==> src/logic/cms_pkg.sv <==
// constants for the clock monitor and clock select block
package cms_pkg;
	localparam int ADDR_W = 12;
	localparam logic [11:0] CTRL_OFFSET = 12'h000;
	localparam logic [11:0] CFG_OFFSET = 12'h004;
	localparam logic [11:0] STATUS_OFFSET = 12'h008;
	// control register fields
	localparam int EXT_ON_BIT = 0;
	localparam int INT_ON_BIT = 1;
	localparam int CSEL_BIT = 2;
	localparam int MON_ON_BIT = 3;
	localparam int MON_FLAG_BIT = 4;
	localparam logic [4:0] CTRL_RESET = 5'h02;
	// configuration register fields
	localparam int XTAL_EN_BIT = 0;
	localparam int SLOW_BIT = 1;
	localparam logic [1:0] CFG_RESET = 2'h0;
	// status register fields
	localparam int EXT_STABLE_BIT = 0;
	localparam int INT_STABLE_BIT = 1;
	localparam int EXT_OFF_BIT = 2;
	localparam int INT_OFF_BIT = 3;
	// dividers
	localparam int DIV4_W = 2;
	localparam int LONG_W = 12;
	localparam int STAB_SHORT_BIT = 3;
	localparam int STAB_LONG_BIT = 11;
	localparam logic [1:0] MISS_LIMIT = 2'h2;
	localparam logic [1:0] STABLE_MEAS = 2'h2;
	localparam int SW_OSC = 0;
	localparam int SW_TB = 1;
endpackage

==> src/logic/cms_clock_monitor_and_select.sv <==
// clock monitor, reference dividers and glitch-free clock switches
`timescale 1ns/1ns
module cms_clock_monitor_and_select (
	input wire logic clk,
	input wire logic srst,
	input wire logic psel,
	input wire logic penable,
	input wire logic pwrite,
	input wire logic [11:0] paddr,
	input wire logic [31:0] pwdata,
	output logic [31:0] prdata,
	output logic pready,
	output logic pslverr,
	input wire logic internal_base_clock,
	input wire logic internal_clock,
	input wire logic external_clock,
	input wire logic loop_filter_stable,
	input wire logic stop_mode,
	output logic external_gen_enable_sig,
	output logic internal_gen_enable_sig,
	output logic amp_enable,
	output logic oscillator_output_pin_port_en,
	output logic osc_input_path_enable,
	output logic oscillator_input_pin_port_en,
	output logic external_ref_clock,
	output logic internal_ref_clock,
	output logic oscillator_out_clock,
	output logic timebase_clock,
	output logic watchdog_clock,
	output logic generator_out_clock
);
	logic [4:0] ctrl_q;
	logic [1:0] cfg_q;
	logic mf_armed_q;
	logic internal_base_clock_q, external_clock_q, internal_clock_q;
	logic [1:0] idiv_q, ediv_q;
	logic [11:0] long_q;
	logic stab_q, external_stable_flag_q, internal_stable_flag_q;
	logic external_ref_clock_q, internal_ref_clock_q;
	logic internal_inactive_q, external_inactive_q, iseen_q, eseen_q;
	logic [1:0] imiss_q, emiss_q, lfs_cnt_q;
	wire [1:0] sw_q;
	logic gen_q, osc_prev_q;
	logic amp_q, path_q;
	wire [1:0] sw_e_on;
	wire [1:0] sw_i_on;

	// bus decode
	wire acc = psel & penable;
	wire wr = acc & pwrite;
	wire rd = acc & ~pwrite;
	wire hit_ctrl = paddr == cms_pkg::CTRL_OFFSET;
	wire hit_cfg = paddr == cms_pkg::CFG_OFFSET;
	wire hit_stat = paddr == cms_pkg::STATUS_OFFSET;
	wire hit = hit_ctrl | hit_cfg | hit_stat;
	wire wr_ctrl = wr & hit_ctrl;
	wire ext_on = ctrl_q[cms_pkg::EXT_ON_BIT];
	wire int_on = ctrl_q[cms_pkg::INT_ON_BIT];
	wire cs = ctrl_q[cms_pkg::CSEL_BIT];
	wire monitor_on = ctrl_q[cms_pkg::MON_ON_BIT];
	wire mflag = ctrl_q[cms_pkg::MON_FLAG_BIT];
	wire xtal = cfg_q[cms_pkg::XTAL_EN_BIT];
	wire slow = cfg_q[cms_pkg::SLOW_BIT];
	wire ext_en = ext_on & ~stop_mode;
	wire int_en = int_on & ~stop_mode;

	// edges of the sampled source clocks
	wire internal_base_clock_fall = internal_base_clock_q & ~internal_base_clock;
	wire external_clock_fall = external_clock_q & ~external_clock;
	wire internal_clock_fall = internal_clock_q & ~internal_clock;
	wire idiv_step = internal_base_clock_fall & (idiv_q == 2'h3);
	wire ediv_step = external_clock_fall & (ediv_q == 2'h3);
	// unstable: long counter counts raw external edges
	wire long_step = ~external_stable_flag_q ? external_clock_fall : (slow ? idiv_step : ediv_step);
	wire stab_next = xtal ? long_q[cms_pkg::STAB_LONG_BIT] :
		long_q[cms_pkg::STAB_SHORT_BIT];
	wire stab_fall = stab_q & ~stab_next;
	// slow crystal: long divider sits on the base-clock side
	wire external_ref_clock_d = slow ? ediv_q[1] : long_q[cms_pkg::STAB_LONG_BIT];
	wire internal_ref_clock_d = slow ? long_q[cms_pkg::STAB_LONG_BIT] : idiv_q[1];
	wire external_ref_clock_rise = ~external_ref_clock_q & external_ref_clock_d;
	wire internal_ref_clock_rise = ~internal_ref_clock_q & internal_ref_clock_d;
	wire kill_e = monitor_on & external_inactive_q;
	wire kill_i = monitor_on & internal_inactive_q;
	wire [1:0] sw_sel = {ext_on, cs};

	// target clock must be stable with both generators on
	wire cs_new = pwdata[cms_pkg::CSEL_BIT];
	wire cs_ok = int_on & ext_on & (cs_new ? external_stable_flag_q : internal_stable_flag_q);
	wire mf_clr = wr_ctrl & mf_armed_q & ~pwdata[cms_pkg::MON_FLAG_BIT];
	wire mf_set = monitor_on & (internal_inactive_q | external_inactive_q);
	wire cs_d = kill_e ? 1'b0 : kill_i ? 1'b1 :
		(wr_ctrl & cs_ok) ? cs_new : cs;

	assign pready = 1'b1;
	assign pslverr = acc & ~hit;
	assign prdata = ~hit ? 32'h0 :
		hit_ctrl ? {27'h0, ctrl_q} :
		hit_cfg ? {30'h0, cfg_q} :
		{28'h0, internal_inactive_q, external_inactive_q, internal_stable_flag_q, external_stable_flag_q};
	assign external_gen_enable_sig = ext_en;
	assign internal_gen_enable_sig = int_en;
	assign amp_enable = amp_q;
	assign oscillator_output_pin_port_en = ~amp_q;
	assign osc_input_path_enable = path_q;
	assign oscillator_input_pin_port_en = ~path_q;
	assign external_ref_clock = external_ref_clock_q;
	assign internal_ref_clock = internal_ref_clock_q;
	assign oscillator_out_clock = sw_q[cms_pkg::SW_OSC];
	assign timebase_clock = sw_q[cms_pkg::SW_TB];
	assign watchdog_clock = sw_q[cms_pkg::SW_TB];
	assign generator_out_clock = gen_q;

	// software registers
	always_ff @(posedge clk)
	begin
		if (srst)
		begin
			ctrl_q <= cms_pkg::CTRL_RESET;
			cfg_q <= cms_pkg::CFG_RESET;
			mf_armed_q <= 1'b0;
		end
		else
		begin
			if (wr_ctrl)
			begin
				ctrl_q[cms_pkg::EXT_ON_BIT] <= pwdata[cms_pkg::EXT_ON_BIT];
				ctrl_q[cms_pkg::INT_ON_BIT] <= pwdata[cms_pkg::INT_ON_BIT];
				ctrl_q[cms_pkg::MON_ON_BIT] <= pwdata[cms_pkg::MON_ON_BIT];
			end
			ctrl_q[cms_pkg::CSEL_BIT] <= cs_d;
			// a new event beats a clear in the same cycle
			ctrl_q[cms_pkg::MON_FLAG_BIT] <= mf_set | (mflag & ~mf_clr);
			if (wr & hit_cfg)
				cfg_q <= pwdata[1:0];
			if (mf_clr | ~mflag)
				mf_armed_q <= 1'b0;
			else if (rd & hit_ctrl)
				mf_armed_q <= 1'b1;
		end
	end

	// pin enables
	always_ff @(posedge clk)
	begin
		if (srst)
		begin
			amp_q <= 1'b0;
			path_q <= 1'b0;
		end
		else
		begin
			amp_q <= ext_en & xtal;
			path_q <= ext_en;
		end
	end

	// sampled clocks and the four-fold dividers
	always_ff @(posedge clk)
	begin
		if (srst)
		begin
			internal_base_clock_q <= 1'b0;
			external_clock_q <= 1'b0;
			internal_clock_q <= 1'b0;
			idiv_q <= 2'h0;
			ediv_q <= 2'h0;
		end
		else
		begin
			internal_base_clock_q <= internal_base_clock;
			external_clock_q <= external_clock;
			internal_clock_q <= internal_clock;
			if (internal_base_clock_fall)
				idiv_q <= idiv_q + 2'h1;
			if (external_clock_fall)
				ediv_q <= ediv_q + 2'h1;
		end
	end

	// long divider, which is also the stabilization counter
	always_ff @(posedge clk)
	begin
		if (srst | ~ext_en)
		begin
			long_q <= 12'h000;
			stab_q <= 1'b0;
			external_stable_flag_q <= 1'b0;
		end
		else
		begin
			if (long_step)
				long_q <= long_q + 12'h001;
			stab_q <= stab_next;
			// losing the external clock reverts the counter to stabilization counting
			if (external_inactive_q)
				external_stable_flag_q <= 1'b0;
			else if (stab_fall)
				external_stable_flag_q <= 1'b1;
		end
	end

	// activity detectors
	always_ff @(posedge clk)
	begin
		if (srst)
		begin
			external_ref_clock_q <= 1'b0;
			internal_ref_clock_q <= 1'b0;
			iseen_q <= 1'b0;
			eseen_q <= 1'b0;
			imiss_q <= 2'h0;
			emiss_q <= 2'h0;
			internal_inactive_q <= 1'b0;
			external_inactive_q <= 1'b0;
		end
		else
		begin
			external_ref_clock_q <= external_ref_clock_d;
			internal_ref_clock_q <= internal_ref_clock_d;
			if (external_ref_clock_rise)
				iseen_q <= 1'b0;
			else if (~external_ref_clock_q & internal_base_clock_fall)
				iseen_q <= 1'b1;
			if (~external_ref_clock_q & internal_base_clock_fall)
				imiss_q <= 2'h0;
			else if (external_ref_clock_rise & ~iseen_q & (imiss_q != cms_pkg::MISS_LIMIT))
				imiss_q <= imiss_q + 2'h1;
			if (internal_ref_clock_rise)
				eseen_q <= 1'b0;
			else if (~internal_ref_clock_q & external_clock_fall)
				eseen_q <= 1'b1;
			if (~internal_ref_clock_q & external_clock_fall)
				emiss_q <= 2'h0;
			else if (internal_ref_clock_rise & ~eseen_q & (emiss_q != cms_pkg::MISS_LIMIT))
				emiss_q <= emiss_q + 2'h1;
			internal_inactive_q <= imiss_q == cms_pkg::MISS_LIMIT;
			external_inactive_q <= emiss_q == cms_pkg::MISS_LIMIT;
		end
	end

	// internal stable: filter stable on two consecutive base-clock samples
	always_ff @(posedge clk)
	begin
		if (srst | ~loop_filter_stable | ~int_en | internal_inactive_q)
		begin
			lfs_cnt_q <= 2'h0;
			internal_stable_flag_q <= 1'b0;
		end
		else if (internal_base_clock_fall)
		begin
			if (lfs_cnt_q != cms_pkg::STABLE_MEAS)
				lfs_cnt_q <= lfs_cnt_q + 2'h1;
			internal_stable_flag_q <= lfs_cnt_q + 2'h1 >= cms_pkg::STABLE_MEAS;
		end
	end

	// two glitch-free switches; each side waits for the other to let go
	genvar g;
	generate
		for (g = 0; g < 2; g++)
		begin : gsw
			logic [1:0] ens_q, ins_q;
			logic out_q;
			wire want_e = kill_i | (sw_sel[g] & ~kill_e);
			assign sw_q[g] = out_q;
			assign sw_e_on[g] = ens_q[1];
			assign sw_i_on[g] = ins_q[1];
			always_ff @(posedge clk)
			begin
				if (srst)
				begin
					ens_q <= 2'h0;
					ins_q <= 2'h3;
				end
				else
				begin
					// a dead side has no edges to walk its own chain down
					if (kill_e)
						ens_q <= 2'h0;
					else if (external_clock_fall)
						ens_q <= {ens_q[0], want_e & ~ins_q[1]};
					if (kill_i)
						ins_q <= 2'h0;
					else if (internal_clock_fall)
						ins_q <= {ins_q[0], ~want_e & ~ens_q[1]};
				end
			end
			always_ff @(posedge clk)
			begin
				if (srst)
					out_q <= 1'b0;
				else
					out_q <= (external_clock & ens_q[1]) |
						(internal_clock & ins_q[1]);
			end
		end
	endgenerate

	// bus clock source, divide by two
	always_ff @(posedge clk)
	begin
		if (srst)
		begin
			osc_prev_q <= 1'b0;
			gen_q <= 1'b0;
		end
		else
		begin
			osc_prev_q <= sw_q[cms_pkg::SW_OSC];
			if (sw_q[cms_pkg::SW_OSC] & ~osc_prev_q)
				gen_q <= ~gen_q;
		end
	end

	AST_AMP: assert property (@(posedge clk) disable iff (srst)
		##1 amp_enable == $past(ext_en & xtal))
		else $error("amplifier enable wrong");
	AST_STAB_RESET: assert property (@(posedge clk) disable iff (srst)
		!ext_en |=> long_q == 12'h000 && !external_stable_flag_q)
		else $error("stabilization counter not reset");
	AST_EXTERNAL_STABLE_FLAG_SET: assert property (@(posedge clk) disable iff (srst)
		$rose(external_stable_flag_q) |-> $past(stab_q) && !$past(stab_next))
		else $error("external stable set without stab edge");
	AST_INTERNAL_INACTIVE: assert property (@(posedge clk) disable iff (srst)
		$rose(internal_inactive_q) |-> $past(imiss_q) == 2'h2)
		else $error("internal inactive without two misses");
	AST_INTERNAL_STABLE_FLAG_CLR: assert property (@(posedge clk) disable iff (srst)
		(!loop_filter_stable || !int_en || internal_inactive_q) |=> !internal_stable_flag_q)
		else $error("internal stable not cleared");
	AST_FORCE_CS: assert property (@(posedge clk) disable iff (srst)
		kill_e |=> !cs)
		else $error("select not forced internal");
	AST_BBM: assert property (@(posedge clk) disable iff (srst)
		!(sw_e_on[0] && sw_i_on[0]) && !(sw_e_on[1] && sw_i_on[1]))
		else $error("both switch sides enabled");
	AST_CS_GUARD: assert property (@(posedge clk) disable iff (srst)
		$changed(cs) && !$past(kill_e || kill_i) |-> $past(cs_ok))
		else $error("select changed while not allowed");
	AST_GEN_DIV: assert property (@(posedge clk) disable iff (srst)
		sw_q[0] && !osc_prev_q |=> gen_q != $past(gen_q))
		else $error("generator clock did not toggle");
endmodule

==> config.mk <==
export PLATFORM = sky130hd
export DESIGN_NAME = cms_clock_monitor_and_select
export DESIGN_NICKNAME = d
export VERILOG_FILES = /design/src/logic/cms_pkg.sv /design/src/logic/cms_clock_monitor_and_select.sv
export SDC_FILE = /design/constraint.sdc
export NUM_CORES = 1
export LEC_CHECK = 0
export BUFFER_PORTS_ARGS = -buffer_cell sky130_fd_sc_hd__buf_2
export CAP_MARGIN = 20
export CORE_MARGIN = 2
export CORE_UTILIZATION = 35
export CTS_BUF_LIST = sky130_fd_sc_hd__clkbuf_16
export DETAILED_ROUTE_END_ITERATION = 10
export PLACE_DENSITY = 0.71
export SLEW_MARGIN = 5
export SYNTH_ARGS = -nofsm -noshare
export SYNTH_HDL_FRONTEND = slang
export SYNTH_SLANG_ARGS = --single-unit
export TNS_END_PERCENT = 10
==> constraint.sdc <==
create_clock -name clk -period 1.4 [get_ports clk]
set_input_delay 0.07 -clock clk [delete_from_list [all_inputs] [get_ports clk]]
set_output_delay 0.07 -clock clk [all_outputs]
set_load 0.1 [all_outputs]
==> impl_metrics.toml, run 1 <==
[grt]
antenna_found_initial = 0
grt_start_max_net_pins = 34
grtUsageTotal = 0.145
grt_pass1_vias = 2296
grt-ovfl-total = 0
grt_pass1_wl_microns = 10300

[route]
avgRoutedWirePerCell_microns = 12.6
ant_nets = 0
dr.first_iter.drc_count = 75
first_pass_iters = 4
via_per_inst = 4.89
vias = 2396
drc = 0
finalWirelength_microns = 6150

[pwr]
peakVddDrop_v = 0.000546
p_total_w = 0.00346
power.leakage_nw = 1.48
power_density_nw_per_um2 = 943

[final_layout]
seq_area_sq_um = 1130
drive_above_1_share = 0.307
fillers = 721
multiInputGateArea_sq_um = 1630
nNetsFinal = 447
final_cells = 490
area_delta_synth_final_pct = 31.2
diodes = 0

[setup_path]
cp-end-kind = "flip-flop"
cp.required_ns = 1.58
slowest_delay_ns = 0.36
cp_common_cell = "buf_4"
worstPathMaxFanout = 6
crit_arrival_ns = 1.64
critPathSlowestCell = "dfxtp_2"
critical_path.top_delay_family = "flip-flops"
path_cells = "ha_4, nand3_4, or2_4, buf_4, buf_4, a21oi_1, o21ai_1"
cp_num_buf_inv = 2
critPathKind = "flip-flop to flip-flop"
startpoint_type = "flip-flop"

[clock_tree]
cts_buffers = 5
holdBufCountCts = 0
cts_max_path_buffers = 2
cts_root_buf = "clkbuf_16"
cts.sinks = 56
cts_tree = "built"
htreeDepth = 2
clock_latency_ns = 0.29
clk_pin_slew_ns = 0.07

[synthesis]
synth_edf_count = 0
synth_area_sq_um = 2800
ys_seq_area_frac = 0.400
ys.flop_type = "dfxtp_1"
ys_types = 46
synth_cells = 315
synth_warnings = 0
async_flop_share = 0
synth_area_per_cell_sq_um = 8.89
ys_seq_elements = 56

[place]
place.gp.congestion = 0.784
dp_slack_ns = -0.123
place_inst = 476
io_buffer_count = 44
hpwlAfterDp_microns = 4450

[floorplanning]
io_pins = 100
floorplan.die.height_microns = 93.4
dieArea_sq_um = 8730
initial_utilization = 0.362
die_x_microns = 93.4
rows = 32
core_sq_um = 7730

[timing]
finalCriticalPeriod_ns = 1.46
finalHoldViolations = 0
drv_slew = 0
fmax_mhz = 683
setup_ws_ns = -0.0633
hold_slack_ns = 0.0285
rsz0062_at_grt = "true"
skew_ns = 0.00412
setup_viol = 8
period_share = 1.05

[outcome]
outcome = "complete, but fails checks"
violations = "setup timing"

[job]
max_cap_viol_count = 0

[hold_path]
hp-class = "input port to flip-flop"
==> cells in the mapped netlist, types with 3 or more instances <==
library cell	count	area, sq um
nor2_1	29	109
nor2b_1	13	81.3
nand2b_1	11	68.8
ha_1	6	75.1
buf_4	29	218
dfxtp_1	56	1120
a21oi_1	20	100
xnor2_1	5	43.8
and3_1	5	31.3
nand2_1	19	71.3
a2111o_1	6	67.6
or3_1	3	18.8
clkbuf_1	6	22.5
nand4_1	5	31.3
o21ai_0	14	70.1
nor3b_1	3	22.5
nand3_1	9	45.0
buf_2	3	15.0
nor3_1	7	35.0
inv_1	8	30.0
mux2i_1	19	190
buf_1	3	11.3
==> metal layers <==
layer | wire length (microns) | share of wire | track usage | vias to the layer above
met5 | 0 | 0 | 0 | -
met4 | 70 | 0.011 | 0.0490 | 0
met3 | 306 | 0.050 | 0.0306 | 7
met2 | 3070 | 0.50 | 0.254 | 66
met1 | 2700 | 0.44 | 0.177 | 1122
li1 | - | - | - | 1201
==> flip-flops by register name, summed over array words and instances (netlist names), 2 cells and up <==
register	count
ediv_q	2
ctrl_q	5
idiv_q	2
emiss_q	2
long_q	12
gsw.ins_q	4
imiss_q	2
gsw.ens_q	4
lfs_cnt_q	2
cfg_q	2
==> metrics by stage <==
step	cell area [sq um]	utilization	setup TNS, ns
floorplan	2970	-	-2.97
global placement	3370	0.436	-0.431
detailed placement	3370	0.436	-0.883
CTS	3620	0.468	-0.489
global route	3670	0.476	-1.25
finish	3670	0.476	-0.325
==> layout make-up <==
class	count	area share
Clock buffer	5	0.0340
Tap cell	102	0.0347
Sequential cell	56	0.308
Multi-Input combinational cell	235	0.444
Clock inverter	3	0.00511
Inverter	8	0.00817
Timing Repair Buffer	81	0.165
==> power by group <==
group | switching [W] | internal, W
clock | 0.000558 | 0.000657
sequential | 0.0000149 | 0.00161
combinational | 0.000517 | 0.000104
total | 0.00109 | 0.00237
==> worst min-delay path: stages <==
cell     delay [ns]
buf_2          0.08
mux2i_1        0.05
nor2_1         0.08
==> placed cells by master, fill, tap and decap left out, types with 4 or more instances in the layout <==
master     netlist  layout
mux2i_1         19      18
nand4_1          5       5
and3_1           5       5
buf_6            1       4
dfxtp_1         56      51
a21oi_2          0       4
nand2_1         19      19
ha_1             6       5
nor4_4           2       4
o21ai_0         14       8
nor2b_1         13      12
conb_1           2      28
a21oi_1         20      16
xnor2_1          5       4
nor2_1          29      26
buf_4           29      35
nor3_1           7       5
inv_1            8       8
nand3_1          9       7
clkbuf_16        0       5
buf_2            3      36
nand2b_1        11      11
o21ai_1          0       6
buf_12           0       6
a2111o_1         6       6
==> worst paths after layout <==
check             cells after the start                            to  slack (ns)                         start
hold reg to reg                       2  gsw[1].ens_q[0]$_SDFFE_PP0P_        0.46  gsw[1].ens_q[0]$_SDFFE_PP0P_
setup reg to reg                      7        long_q[4]$_SDFFE_PP0P_       -0.06        idiv_q[0]$_SDFFE_PP0P_
setup / recovery                      7        long_q[4]$_SDFFE_PP0P_       -0.06        idiv_q[0]$_SDFFE_PP0P_
hold / removal                        3        ctrl_q[3]$_SDFFE_PP0P_        0.03                     pwdata[3]
==> logic make-up (layout without fill, tap and decap cells) <==
logic type,count (synthesis),count (layout),share of synthesized area
multiplexers,19,19,0.0679
AND/OR/NAND/NOR,116,116,0.231
adder cells (fa/ha/maj),6,6,0.0268
other,2,28,0.00268
buffers and inverters,50,97,0.110
AO/OA/AOI/OAI,60,60,0.142
XOR/XNOR,6,6,0.0188
flip-flops,56,56,0.400
==> repair_timing <==
action	4_1_cts	5_1_grt
pin swaps	13	8
cloned	1	0
resized for setup	28	15
endpoints found under the setup margin	14	21
setup buffers	5	0
endpoints found under the hold margin	0	0
(Power assumes the default switching activity.)
==> inputs of run 2 (changes only) <==
Settings changed: CELL_PAD_IN_SITES_DETAIL_PLACEMENT from default to 1, CELL_PAD_IN_SITES_GLOBAL_PLACEMENT from default to 1, CORE_UTILIZATION 35 to 33, PLACE_DENSITY 0.71 to 0.86, SETUP_SLACK_MARGIN from default to 0.15.
==> run 2 against run 1 <==
Net effect:
- the flow still finishes with violations (setup timing)
- wire length is 47% higher
- sequential power hardly changed
- fmax down 3.6%
- worst setup slack got worse by 0.055 ns
- register-to-register slack got worse by 0.05 ns
- flip-flop and latch count stayed put
- first-iteration DRC count grew 6.7%
- clock power increased by 17%
- clock skew is 0.0016 ns higher
- cell count grew 0.41%
- combinational power rose by 5.6%
- critical endpoint is now long_q[11]$_SDFFE_PP0P_
- largest cell class unchanged
- largest power group unchanged
==> impl_metrics.toml, run 2 (synthesized netlist as in run 1, its figures left out) <==
[grt]
antenna_found_initial = 0
grt_pass1_vias = 2655
grtUsageTotal = 0.183
grt_pass1_wl_microns = 13100
grt_start_max_net_pins = 34
grt-ovfl-total = 0

[floorplanning]
die_x_microns = 96.1
io_pins = 100
dieArea_sq_um = 9240
core_sq_um = 8220
initial_utilization = 0.341
rows = 33
floorplan.die.height_microns = 96.1

[clock_tree]
cts_tree = "built"
cts_max_path_buffers = 2
cts.sinks = 56
clk_pin_slew_ns = 0.07
clock_latency_ns = 0.30
htreeDepth = 2
cts_root_buf = "clkbuf_16"
cts_buffers = 5

[timing]
finalSetupTns_ns = -0.717
period_share = 1.08
skew_ns = 0.00574
finalHoldViolations = 0
worstMarginPinSlew_ns = 0.495
hold_slack_ns = 0.0395
slew_headroom = 0.666
finalCriticalPeriod_ns = 1.52
fmax_mhz = 659
setup_viol = 9
drv_slew = 0
setup_ws_ns = -0.118
rsz0062_at_grt = "true"

[pwr]
peakVddDrop_v = 0.000452
power.leakage_nw = 1.52
power_density_nw_per_um2 = 970

[route]
ant_nets = 0
finalWirelength_microns = 9030
drc = 0
via_per_inst = 5.13
vias = 2522
first_pass_iters = 4
avgRoutedWirePerCell_microns = 18.3
dr.first_iter.drc_count = 80

[place]
place_inst = 475
postPlaceCellArea_sq_um = 3340
hpwlAfterDp_microns = 5550
place.gp.congestion = 0.803
io_buffer_count = 44

[setup_path]
cp.required_ns = 1.62
reg2reg_depth = 6
r2r_slack_ns = -0.12
r2r_start = "idiv_q[1]$_SDFFE_PP0P_"
crit_path_end = "long_q[11]$_SDFFE_PP0P_"
cp-end-kind = "flip-flop"
crit_arrival_ns = 1.74
critPathKind = "flip-flop to flip-flop"
cp-startpoint = "idiv_q[1]$_SDFFE_PP0P_"
startpoint_type = "flip-flop"
timing.rr.end = "long_q[11]$_SDFFE_PP0P_"
worstPathMaxFanout = 7

[final_layout]
final_cells = 492
top_register = "long_q"
drive_above_1_share = 0.357
final_common_cell = "dfxtp_1"
layout_common_cells = "dfxtp_1, buf_4, buf_2"
reg_top3 = "long_q x12, ctrl_q x5"
nNetsFinal = 446
diodes = 0
final_area_sq_um = 3820
largest_reg_flops = 12
area_delta_synth_final_pct = 36.5

[job]
max_cap_viol_count = 0

[outcome]
outcome = "complete, but fails checks"
violations = "setup timing"

[hold_path]
hp-class = "input port to flip-flop"
run 2: changes by cell type in the layout (fill, tap and decap cells not counted), moves of 3 or more:
| cell | previous run | this run |
|---|---|---|
| dfxtp_1 | 51 | 42 |
| dfxtp_2 | 3 | 11 |
| buf_2 | 36 | 30 |
| buf_6 | 4 | 9 |
| a21oi_1 | 16 | 13 |
| a21oi_2 | 4 | 7 |
| buf_4 | 35 | 32 |
run 2: stage by stage:
step / power [W] / utilization / setup WS (ns)
after floorplan: 0.00224 / - / -0.382
after global placement: 0.00227 / 0.407 / -0.0552
after detailed placement: 0.00228 / 0.407 / -0.168
after CTS: 0.00369 / 0.445 / -0.119
after global routing: 0.00382 / 0.465 / -0.145
final: 0.00371 / 0.465 / -0.118
run 2: final cells by class:
type                            instances  area [sq um]
Fill cell                             953          4390
Sequential cell                        56          1150
Clock inverter                          3          38.8
Multi-Input combinational cell        235          1680
Clock buffer                            5           125
Timing Repair Buffer                   80           667
Inverter                                8          30.0
Tap cell                              105           131
run 2: worst min-delay path by stage:
stage                     startpoint                          end  slack [ns]  cells past startpoint
after global routing       pwdata[3]       ctrl_q[3]$_SDFFE_PP0P_        0.05                      3
after floorplan                 srst  internal_clock_q$_SDFF_PP0_        0.16                      1
after global placement     pwdata[3]       ctrl_q[3]$_SDFFE_PP0P_        0.31                      3
after CTS                  pwdata[3]       ctrl_q[3]$_SDFFE_PP0P_        0.02                      3
final                      pwdata[3]       ctrl_q[3]$_SDFFE_PP0P_        0.04                      3
after detailed placement   pwdata[3]       ctrl_q[3]$_SDFFE_PP0P_        0.33                      3
run 2: metal layers:
layer	up-vias	GRT usage	part of all wire
met2	62	0.361	0.57
li1	1189	-	-
met5	-	0	0
met1	1256	0.196	0.39
met3	15	0.0251	0.027
met4	0	0.0631	0.016
run 2: critical path, cell delays in order, from the launching register on:
cell      delay (ns)
dfxtp_2         0.36
ha_4            0.14
nand3_4         0.06
or2_4           0.25
buf_6           0.14
a2111o_1        0.38
o21ai_1         0.11
run 2: what timing repair did:
action | in CTS | in global routing
setup endpoints to repair | 30 | 28
hold buffers | 0 | 0
pin swaps | 16 | 12
resized for setup | 50 | 29
buffers inserted | 0 | 8
gates cloned | 1 | 0
run 2: power by group:
part / leakage [nW] / internal, W / switching, W
registers: 0.461 / 0.00161 / 0.0000163
clock network: 0.0850 / 0.000836 / 0.000588
logic: 0.974 / 0.000121 / 0.000536
==> inputs of run 3 (changes only) <==
Settings changed: RECOVER_POWER from default to 25, REMOVE_ABC_BUFFERS from default to 1.
==> run 3 against run 2 <==
Net effect:
- the flow still finishes with violations (setup timing)
- clock skew rose by 0.00091 ns
- clock-buffer cell count unchanged
- power up 4.6%
- register-to-register slack better by 0.04 ns
- global-route usage down 0.47 points
- sequential share of layout area fell by 0.38 points
- die area unchanged
- via count up 3.3%
- flip-flop and latch count stayed put
- worst setup slack got worse by 0.016 ns
- cell count up 1.8%
- largest power group unchanged
==> impl_metrics.toml, run 3 (synthesized netlist as in run 1, its figures left out) <==
[final_layout]
top_register = "long_q"
diodes = 0
area_delta_synth_final_pct = 37.4
final_common_cell = "dfxtp_1"
largest_reg_flops = 12
fillers = 943
layout_common_cells = "dfxtp_1, buf_4, buf_2"
multiInputGateArea_sq_um = 1660
nNetsFinal = 456
drive_above_1_share = 0.356
seq_area_sq_um = 1140
reg_top3 = "long_q x12, ctrl_q x5"

[outcome]
outcome = "complete, but fails checks"
violations = "setup timing"

[route]
finalWirelength_microns = 8680
ant_nets = 0
vias = 2606
drc = 0
via_per_inst = 5.20
dr.first_iter.drc_count = 93
first_pass_iters = 4
avgRoutedWirePerCell_microns = 17.3

[clock_tree]
cts_tree = "built"
cts_buffers = 5
holdBufCountCts = 0
htreeDepth = 2
clock_latency_ns = 0.30
cts_root_buf = "clkbuf_16"
cts.sinks = 56
cts_max_path_buffers = 2
clk_pin_slew_ns = 0.07

[floorplanning]
dieArea_sq_um = 9240
die_x_microns = 96.1
io_pins = 100
rows = 33
initial_utilization = 0.341
core_sq_um = 8220
floorplan.die.height_microns = 96.1

[grt]
grt-ovfl-total = 0
grt_pass1_vias = 2653
grt_pass1_wl_microns = 12700
grt_start_max_net_pins = 34
grtUsageTotal = 0.179
antenna_found_initial = 0

[timing]
finalCriticalPeriod_ns = 1.53
rsz0062_at_grt = "true"
fmax_mhz = 652
period_share = 1.10
hold_slack_ns = 0.0151
finalSetupTns_ns = -0.618
skew_ns = 0.00665
finalHoldViolations = 0
setup_viol = 12
setup_ws_ns = -0.134
drv_slew = 0

[setup_path]
critPathSlowestCell = "dfxtp_2"
startpoint_type = "flip-flop"
r2r_slack_ns = -0.08
critPathKind = "flip-flop to output port"
slowest_delay_ns = 0.34
path_cells = "buf_6, mux2i_2, nor2_1, a21oi_1, nor2_2, buf_12"
cp-end-kind = "output port"
critical_path.top_delay_family = "flip-flops"
cp.required_ns = 1.33
cp_num_buf_inv = 2
worstPathMaxFanout = 7
crit_arrival_ns = 1.46

[pwr]
power.leakage_nw = 1.54
power_density_nw_per_um2 = 1010
peakVddDrop_v = 0.000453

[place]
place.gp.congestion = 0.763
io_buffer_count = 44
hpwlAfterDp_microns = 5530

[job]
max_cap_viol_count = 0

[hold_path]
hp-class = "input port to flip-flop"
## run 3: changes by cell type in the layout (fill, tap and decap cells not counted), moves of 2 or more
cell,delta
a21oi_1,-2
a21oi_2,+2
buf_4,+7
clkbuf_1,+2
dfxtp_1,+6
dfxtp_2,-6
nor3_2,+2
nor3_4,-2
## run 3: layout make-up
type,instances,share of cell area
Multi-Input combinational cell,236,0.432
Sequential cell,56,0.296
Timing Repair Buffer,89,0.182
Tap cell,105,0.0342
Clock buffer,5,0.0325
Clock inverter,2,0.0156
Inverter,8,0.00781
## run 3: layer usage
layer  vias up  global-route usage  share of wire
met4         0              0.0690          0.021
met3        22              0.0337          0.036
met2        69               0.342           0.53
li1       1212                   -              -
met5         -                   0              0
met1      1303               0.190           0.41
## run 3: worst paths after layout
| check | from | end | cells past startpoint |
|---|---|---|---|
| hold / removal | internal_base_clock | internal_base_clock_q$_SDFF_PP0_ | 2 |
| setup reg to reg | idiv_q[0]$_SDFFE_PP0P_ | long_q[7]$_SDFFE_PP0P_ | 7 |
| hold reg to reg | gsw[0].ens_q[0]$_SDFFE_PP0P_ | gsw[0].ens_q[0]$_SDFFE_PP0P_ | 2 |
| setup / recovery | external_stable_flag_q$_SDFFE_PP0P_ | prdata[0] | 6 |
## run 3: power breakdown
group | total, W | switching (W) | internal (W)
logic | 0.000647 | 0.000530 | 0.000117
registers | 0.00163 | 0.0000158 | 0.00161
clock network | 0.00161 | 0.000590 | 0.00102
## run 3: repair_timing
action,CTS,global route
endpoints found under the setup margin,27,31
gates cloned,1,1
buffers inserted,5,1
resized for setup,45,33
pin swaps,16,16
## run 3: stage by stage
stage	utilization	cells	worst slack [ns]	power, W	cell area, sq um
final	0.468	501	-0.134	0.00388	3850
after global routing	0.468	501	-0.178	0.00399	3850
after CTS	0.452	499	-0.0808	0.00387	3720
after detailed placement	0.407	486	-0.141	0.00227	3350
after global placement	0.407	486	-0.0547	0.00226	3350
after floorplan	-	299	-2.52	0.00215	2620
